`src/design/timer_pair_pkg.sv`:
```
// Constants, types and register map for the paired timer mode and flip-flop control
// How it works
// - Mode bits 7:6 pick dual 8-bit, cascaded 16-bit, square wave or PWM.
// - PWM period code picks 63, 127 or 255 source clocks; code 00 reserved.
// - Even clock select picks external pin, div1, div4 or div16 prescaler tap.
// - Outside cascade, odd clock select picks even match, div1, div16 or div256.
// - In cascade mode the odd channel counts the even overflow, ignoring its select.
// - Flip-flop command write toggles, sets, clears or holds; reads back as ones.
// - Toggle enable bit 1 lets the selected channel's match toggle the flip-flop.
// - Toggle source select only matters in dual 8-bit mode, else even channel.
// - Flip-flop control bits 7:4 read undefined; here they read zero.
package timer_pair_pkg;

    // ----------------------------------------------------------------
    // Register map
    // ----------------------------------------------------------------
    localparam logic [11:0] ADDR_FFCR01  = 12'h000;
    localparam logic [11:0] ADDR_MOD67   = 12'h004;
    localparam logic [11:0] ADDR_MOD89   = 12'h008;
    localparam logic [11:0] ADDR_MODAB   = 12'h00c;
    localparam logic [11:0] ADDR_PWM_SEL = 12'h010;

    // ----------------------------------------------------------------
    // Fields and reset values
    // ----------------------------------------------------------------
    localparam int MODE_HI   = 7;
    localparam int MODE_LO   = 6;
    localparam int PERIOD_HI = 5;
    localparam int PERIOD_LO = 4;
    localparam int ODD_HI    = 3;
    localparam int ODD_LO    = 2;
    localparam int EVEN_HI   = 1;
    localparam int EVEN_LO   = 0;
    localparam int CMD_HI    = 3;
    localparam int CMD_LO    = 2;
    localparam int TGL_EN    = 1;
    localparam int TGL_SRC   = 0;

    localparam logic [7:0] MOD_RESET  = 8'h00;
    localparam logic [1:0] CMD_RESET  = 2'h3;
    localparam logic [1:0] CMD_READ   = 2'h3;

    localparam logic [1:0] CMD_TOGGLE = 2'h0;
    localparam logic [1:0] CMD_SET    = 2'h1;
    localparam logic [1:0] CMD_CLEAR  = 2'h2;

    localparam logic [7:0] PERIOD_63  = 8'h3f;
    localparam logic [7:0] PERIOD_127 = 8'h7f;
    localparam logic [7:0] PERIOD_255 = 8'hff;

    // ----------------------------------------------------------------
    // Types
    // ----------------------------------------------------------------
    typedef enum logic [1:0] {
        MODE_DUAL8   = 2'b00,
        MODE_CASCADE = 2'b01,
        MODE_SQUARE  = 2'b10,
        MODE_PWM     = 2'b11
    } mode_type;

    typedef struct packed {
        logic [1:0] mode;
        logic [1:0] period;
        logic [1:0] odd_sel;
        logic [1:0] even_sel;
    } mode_reg_type;

    typedef struct packed {
        logic tap_div1;
        logic tap_div4;
        logic tap_div16;
        logic tap_div256;
    } taps_type;

    typedef struct packed {
        logic       even_clk;
        logic       odd_clk;
        logic       cascade;
        logic       pwm;
        logic       square;
        logic [7:0] pwm_period;
    } pair_ctrl_type;

endpackage

```
`src/design/timer_pair_ctrl.sv`:
```
// APB register block for pair mode selection and the pair 01 output flip-flop
//
// Decided for this implementation: the register offsets and the APB register port.
`timescale 1ns/10ps
module timer_pair_ctrl (
    input  wire logic                     clk,
    input  wire logic                     rst,
    input  wire logic                     psel,
    input  wire logic                     penable,
    input  wire logic                     pwrite,
    input  wire logic [11:0]              paddr,
    input  wire logic [31:0]              pwdata,
    output logic      [31:0]              prdata,
    output logic                          pready,
    output logic                          pslverr,
    input  timer_pair_pkg::taps_type      taps,
    input  wire logic [2:0]               ext_pins,
    input  wire logic [2:0]               even_matches,
    input  wire logic [2:0]               even_overflows,
    input  wire logic                     pair01_mode_dual8,
    input  wire logic                     pair01_even_match,
    input  wire logic                     pair01_odd_match,
    output timer_pair_pkg::pair_ctrl_type pair_ctrl [3],
    output logic                          timer_output_flipflop
);
    import timer_pair_pkg::*;

    // ----------------------------------------------------------------
    // Bus decode
    // ----------------------------------------------------------------
    mode_reg_type mode_q [3];
    logic         tgl_en_q;
    logic         tgl_src_q;
    logic         ff_q;
    logic         ff_d;
    logic         wr;
    logic         mapped;
    logic         match_sel;
    logic [31:0]  rdata_d;

    function automatic logic is_mapped(input logic [11:0] a);
        return (a == ADDR_FFCR01) || (a == ADDR_MOD67) || (a == ADDR_MOD89) || (a == ADDR_MODAB);
    endfunction

    assign mapped  = is_mapped(paddr);
    assign wr      = psel && penable && pwrite && mapped;
    assign pready  = 1'b1;
    assign pslverr = psel && penable && !mapped;

    // ----------------------------------------------------------------
    // Mode registers
    // ----------------------------------------------------------------
    always_ff @(posedge clk) begin
        if (rst) begin
            for (int i = 0; i < 3; i++) begin
                mode_q[i] <= MOD_RESET;
            end
        end else if (wr) begin
            if (paddr == ADDR_MOD67) mode_q[0] <= pwdata[MODE_HI:EVEN_LO];
            if (paddr == ADDR_MOD89) mode_q[1] <= pwdata[MODE_HI:EVEN_LO];
            if (paddr == ADDR_MODAB) mode_q[2] <= pwdata[MODE_HI:EVEN_LO];
        end
    end

    for (genvar g = 0; g < 3; g++) begin : gen_pair
        pair_clock_select u_sel (
            .mode_reg      (mode_q[g]),
            .taps          (taps),
            .ext_pin       (ext_pins[g]),
            .even_match    (even_matches[g]),
            .even_overflow (even_overflows[g]),
            .ctrl          (pair_ctrl[g])
        );
    end

    // ----------------------------------------------------------------
    // Flip-flop control register
    // ----------------------------------------------------------------
    always_ff @(posedge clk) begin
        if (rst) begin
            tgl_en_q  <= 1'b0;
            tgl_src_q <= 1'b0;
        end else if (wr && paddr == ADDR_FFCR01) begin
            tgl_en_q  <= pwdata[TGL_EN];
            tgl_src_q <= pwdata[TGL_SRC];
        end
    end

    // Select only counts in dual 8-bit mode
    assign match_sel = (pair01_mode_dual8 && tgl_src_q) ? pair01_odd_match : pair01_even_match;

    always_comb begin
        ff_d = ff_q;
        if (tgl_en_q && match_sel) begin
            ff_d = !ff_q;
        end
        // Toggle, set and clear commands win over a coincident match; the hold code keeps it
        if (wr && paddr == ADDR_FFCR01) begin
            case (pwdata[CMD_HI:CMD_LO])
                CMD_TOGGLE: ff_d = !ff_q;
                CMD_SET:    ff_d = 1'b1;
                CMD_CLEAR:  ff_d = 1'b0;
                default:    ff_d = ff_d;
            endcase
        end
    end

    always_ff @(posedge clk) begin
        if (rst) begin
            ff_q <= 1'b0;
        end else begin
            ff_q <= ff_d;
        end
    end

    assign timer_output_flipflop = ff_q;

    // ----------------------------------------------------------------
    // Read data
    // ----------------------------------------------------------------
    always_comb begin
        rdata_d = '0;
        case (paddr)
            // Command field is write-only, so it always reads as its reset code
            ADDR_FFCR01: rdata_d[CMD_HI:TGL_SRC] = {CMD_READ, tgl_en_q, tgl_src_q};
            ADDR_MOD67:  rdata_d[MODE_HI:EVEN_LO] = mode_q[0];
            ADDR_MOD89:  rdata_d[MODE_HI:EVEN_LO] = mode_q[1];
            ADDR_MODAB:  rdata_d[MODE_HI:EVEN_LO] = mode_q[2];
            default:     rdata_d      = '0;
        endcase
    end

    always_ff @(posedge clk) begin
        if (rst) begin
            prdata <= '0;
        end else if (psel && !penable && !pwrite) begin
            prdata <= rdata_d;
        end
    end

endmodule // timer_pair_ctrl

```
`src/design/pair_clock_select.sv`:
```
// Clock source and mode decode for one even/odd timer pair
`timescale 1ns/10ps
module pair_clock_select (
    input  timer_pair_pkg::mode_reg_type  mode_reg,
    input  timer_pair_pkg::taps_type      taps,
    input  wire logic                     ext_pin,
    input  wire logic                     even_match,
    input  wire logic                     even_overflow,
    output timer_pair_pkg::pair_ctrl_type ctrl
);
    import timer_pair_pkg::*;

    always_comb begin
        ctrl = '0;
        case (mode_reg.even_sel)
            2'b00:   ctrl.even_clk = ext_pin;
            2'b01:   ctrl.even_clk = taps.tap_div1;
            2'b10:   ctrl.even_clk = taps.tap_div4;
            2'b11:   ctrl.even_clk = taps.tap_div16;
            default: ctrl.even_clk = 1'b0;
        endcase
        if (mode_type'(mode_reg.mode) == MODE_CASCADE) begin
            ctrl.odd_clk = even_overflow;
        end else begin
            case (mode_reg.odd_sel)
                2'b00:   ctrl.odd_clk = even_match;
                2'b01:   ctrl.odd_clk = taps.tap_div1;
                2'b10:   ctrl.odd_clk = taps.tap_div16;
                2'b11:   ctrl.odd_clk = taps.tap_div256;
                default: ctrl.odd_clk = 1'b0;
            endcase
        end
        ctrl.cascade = (mode_type'(mode_reg.mode) == MODE_CASCADE);
        ctrl.square  = (mode_type'(mode_reg.mode) == MODE_SQUARE);
        ctrl.pwm     = (mode_type'(mode_reg.mode) == MODE_PWM);
        case (mode_reg.period)
            2'b01:   ctrl.pwm_period = PERIOD_63;
            2'b10:   ctrl.pwm_period = PERIOD_127;
            2'b11:   ctrl.pwm_period = PERIOD_255;
            default: ctrl.pwm_period = '0;
        endcase
    end

endmodule // pair_clock_select

```
`config.mk`:
```
export PLATFORM = sky130hd
export DESIGN_NAME = timer_pair_ctrl
export DESIGN_NICKNAME = d
export VERILOG_FILES = /design/src/design/timer_pair_pkg.sv /design/src/design/timer_pair_ctrl.sv /design/src/design/pair_clock_select.sv
export SDC_FILE = /design/constraint.sdc
export NUM_CORES = 1
export LEC_CHECK = 0
export BUFFER_PORTS_ARGS = -buffer_cell sky130_fd_sc_hd__buf_2
export CAP_MARGIN = 15
export CORE_MARGIN = 8
export CORE_UTILIZATION = 43
export DETAILED_ROUTE_END_ITERATION = 10
export HOLD_SLACK_MARGIN = 0.1
export PLACE_DENSITY = 0.81
export SYNTH_ARGS = -nofsm -noshare
export SYNTH_HDL_FRONTEND = slang
export SYNTH_SLANG_ARGS = --single-unit
export TNS_END_PERCENT = 30
```
`constraint.sdc`:
```
create_clock -name clk -period 2.9 [get_ports clk]
set_input_delay 0.58 -clock clk [delete_from_list [all_inputs] [get_ports clk]]
set_output_delay 0.58 -clock clk [all_outputs]
set_load 0.02 [all_outputs]
```
==> summary.md <==
| Metric | Value |
|---|---|
| Sw Pwr | 336 µW |
| Chip height | roughly 87 µm |
| Total clock sinks | 35 |
| Critical R2R Launch | mode_q[0][16]$_DFFE_PP_ |
| # resized after CTS | 0 |
| Non-filler cells, final | 330 |
| IO Pins | between 100 and 150 |
| Post-route DRC | 0 |
| Register share of total power | 43.0% |
| Final Slew Violations | 0 |
| Worst skew pair latency | 290 ps |
| Critical path cell sequence | buf_2 -> or4_4 -> nor4_4 -> buf_4 -> nor2_1 -> buf_2 |
| DR WL/cell | around 17 µm |
| Reg2reg end | prdata[0]$_SDFFE_PP0P_ |
| Register Area | roughly 940 µm² |
| Critical-path maximum fanout | 7 |
| Most frequent cells in the layout | 89 x buf_2, 25 x conb_1, 24 x edfxtp_1, 14 x and2_1, 13 x nand2_1 |
| Final hold vios | 0 |
| Post-synth EDFFs | 24 |
| Most common cell on crit path | buf_2 |
| Multi-input gate area | about 950 µm² |
| Synthesized area | between 2000 and 2500 µm² |
| Met2 usage | 26.1% |
| Fmax | 386 MHz |
| Initial antenna violation count | 0 |
| Post-DP Area | 2430 µm² |
| Syn Inst Count | 190 |
| Post-synthesis mux area share | between 10 and 15% |
| Setup ws final | about 300 ps |
| Static Leak | approximately 1.1 nW |
| Clk_skew | about 2.2 ps |
| Cell area power density | roughly 500 nW/µm² |
| Largest net degree at the start of global routing | 16 |
| Yosys cell types | 35 |
| First-pass GRT wire length | 8.62 mm |
| Switching part of the total | ~26% |
| Most crowded layer after global routing | met2 |
| H-tree depth | 2 |
| Hold Path Class | reg2reg |
| Seq/Total Area, Yosys | 43.9% |
| Number of instances in the placed design | around 320 |
| Clk pwr share | between 30% and 40% |
| Post-Synth Simple-Gate Area | a little under a fifth |
| Drt via density | roughly 5.0 |
| Post-synth top area share | 33.6% |
| Final net count | 327 |
| Fraction of layout instances using a drive strength above 1 | a little under half |
| Chip Width | around 87 µm |
| Final period util | around nine tenths |
| Synth area leaders | edfxtp_1 34%, buf_4 14%, dfxtp_1 10% |
| RSZ-0062 raised after global routing | no |
| Worst Path Buf+Inv | 3 |
| Critical path data arrival time | 2010 ps |
| Global Route met3 Usage | between 5 and 6% |
| Routed Antenna Nets | 0 |
| Worst EP required | 2320 ps |
| Xor/xnor share of the synthesized area | 0% |
| Post-CTS Setup Bufs | 0 |
| Total Routing Usage GR | between 10% and 20% |
| Initial Utilization | between 40% and 50% |
| IO buf count | 89 |
| Kind of critical path | in2out |
| Cell family with most CP delay | simple AND/OR/NAND/NOR gates |
| Clock transition at path regs | around 70 ps |
| # Max-Cap Violations | 0 |
| Combinational power share | about 17% |
| Antenna diode count | 0 |
| Worst Reg-to-Reg Cells | 3 |
| Actual slew at the worst max-slew pin | ~740 ps |
| Post-synthesis compound-gate area fraction | approximately 7.6% |
| CORE AREA | about 4800 µm² |
| Crit path from | paddr[5] |
| Finished Cell Area | roughly 2600 µm² |
| Ys Warns | 0 |
| Die area | 7500 µm² |
| Main combinational cell family by area after synthesis | simple AND/OR/NAND/NOR gates |
| Startpoint class of the critical path | primary input |
| WL final | ~5.5 mm |
| FF-to-FF setup slack | 1690 ps |
| Root buffer cell | clkbuf_8 |
| Final core occ | a little over half |
| Peak supply drop | 312 µV |
| Cts bufs inserted | 5 |
| Top FF cell, synth | edfxtp_1 |
| Vias in the first global route | around 1700 |
| Clk buf depth | 2 |
| DP Wirelength | 4.59 mm |
| Setup TNS | 0 ps |
| Routability-driven placement congestion ratio | between 0.7 and 0.8 |
| WP depth | 6 |
| Rel. slew slack | about half |
| Filler cell count | approximately 430 |
| Slowest stage delay, CP | 560 ps |
| Slowest CP cell | or4_4 |
| Cell taking the most area after synthesis | edfxtp_1 |
| Hold Path Origin | prdata[1]$_SDFFE_PP0P_ |
| Crit. End Element | output pin |
| Cell Int Power | around 1000 µW |
| Final Critical Period | 2590 ps |
| Rows | 25 |
| CTS Hold Bufs | 0 |
| Status | complete, no violations |
| DR vias | about 1700 |
| GRT Residual Overflow | 0 |
| Synth Register Bits | 35 |
| Post-Synth Adder-Cell Area | 0% |
| 1st-pass router iterations | 4 |
| Initial DRC count | 85 |
| Commonest non-fill, non-tap cell in the layout | buf_2 |
| Area grow syn2layout | 19.8% |
| Async set-reset flop share out of synthesis | 0% |
| # setup viols final | 0 |
| Crit path to | pslverr |
| CTS tree | built |
| Syn_area_per_cell | roughly 11 µm² |
| Setup Slack @ Placement | between 300 and 400 ps |
| Grt met1 use | ~16% |
==> power by group through the flow <==
| stage | sequential [mW] | combinational (mW) | clock, mW |
|---|---|---|---|
| finish | 0.564 | 0.223 | 0.523 |
| global route | 0.567 | 0.239 | 0.555 |
| CTS | 0.565 | 0.224 | 0.530 |
| detailed placement | 0.576 | 0.223 | 0 |
| global placement | 0.574 | 0.219 | 0 |
| floorplan | 0.569 | 0.186 | 0 |
==> kinds of logic (layout without fill, tap and decap cells) <==
group	Yosys count	in the layout
buf+inv	50	100
other cells	2	25
mux	19	19
simple gates	61	61
compound gates	23	23
flops	35	35
==> state kept, by name, summed over array words and instances (netlist names) <==
name,count
tgl_en_q,1
tgl_src_q,1
timer_output_flipflop,1
mode_q,24
prdata,8
==> per-stage QoR <==
stage | total power, mW | hold WS, ps
floorplan | 0.755 | 516
global placement | 0.793 | 442
detailed placement | 0.799 | 444
CTS | 1.32 | 454
global route | 1.36 | 490
finish | 1.31 | 453
==> cell type report <==
type                    instances  area share (%)
multi-input cells             128            36.8
flip-flops and latches         35            36.6
repair buffers                 90            17.6
well taps                      67            3.27
clock buffers                   5            2.68
clock inverters                 3            2.63
inverters                       2           0.292
==> synth_stat cells, types with 2 or more instances <==
master	n
a21oi_1	10
a22o_1	4
a31o_2	2
and2_1	14
buf_4	41
clkbuf_1	6
conb_1	2
dfxtp_1	11
edfxtp_1	24
inv_1	2
mux2_2	7
mux2i_1	4
mux4_2	8
nand2_1	13
nand3_1	7
nor2_1	5
nor2b_1	7
nor4_4	2
o2111ai_1	2
or2_2	3
or4_1	2
==> worst register-to-register path, stage by stage, from the launching register on <==
cell	delay (ps)
edfxtp_1	450
mux4_2	490
nand3_1	100
a21oi_1	60
==> how the worst min path moves through the flow <==
stage                                   endpoint  slack (ps)  cells past startpoint
final                     prdata[1]$_SDFFE_PP0P_         450                      2
after global routing      prdata[7]$_SDFFE_PP0P_         490                      2
after CTS                 prdata[1]$_SDFFE_PP0P_         450                      2
after detailed placement  prdata[1]$_SDFFE_PP0P_         440                      2
after global placement    prdata[4]$_SDFFE_PP0P_         440                      2
after floorplan            tgl_en_q$_SDFFE_PP0P_         520                      2
==> layer usage <==
layer / routed length [µm] / share of wire (%)
met1: 2020 / 36
met2: 2820 / 51
met3: 670 / 12
met4: 27 / 0.49
met5: 0 / 0
Note: power is estimated with default switching activity, not from simulation.
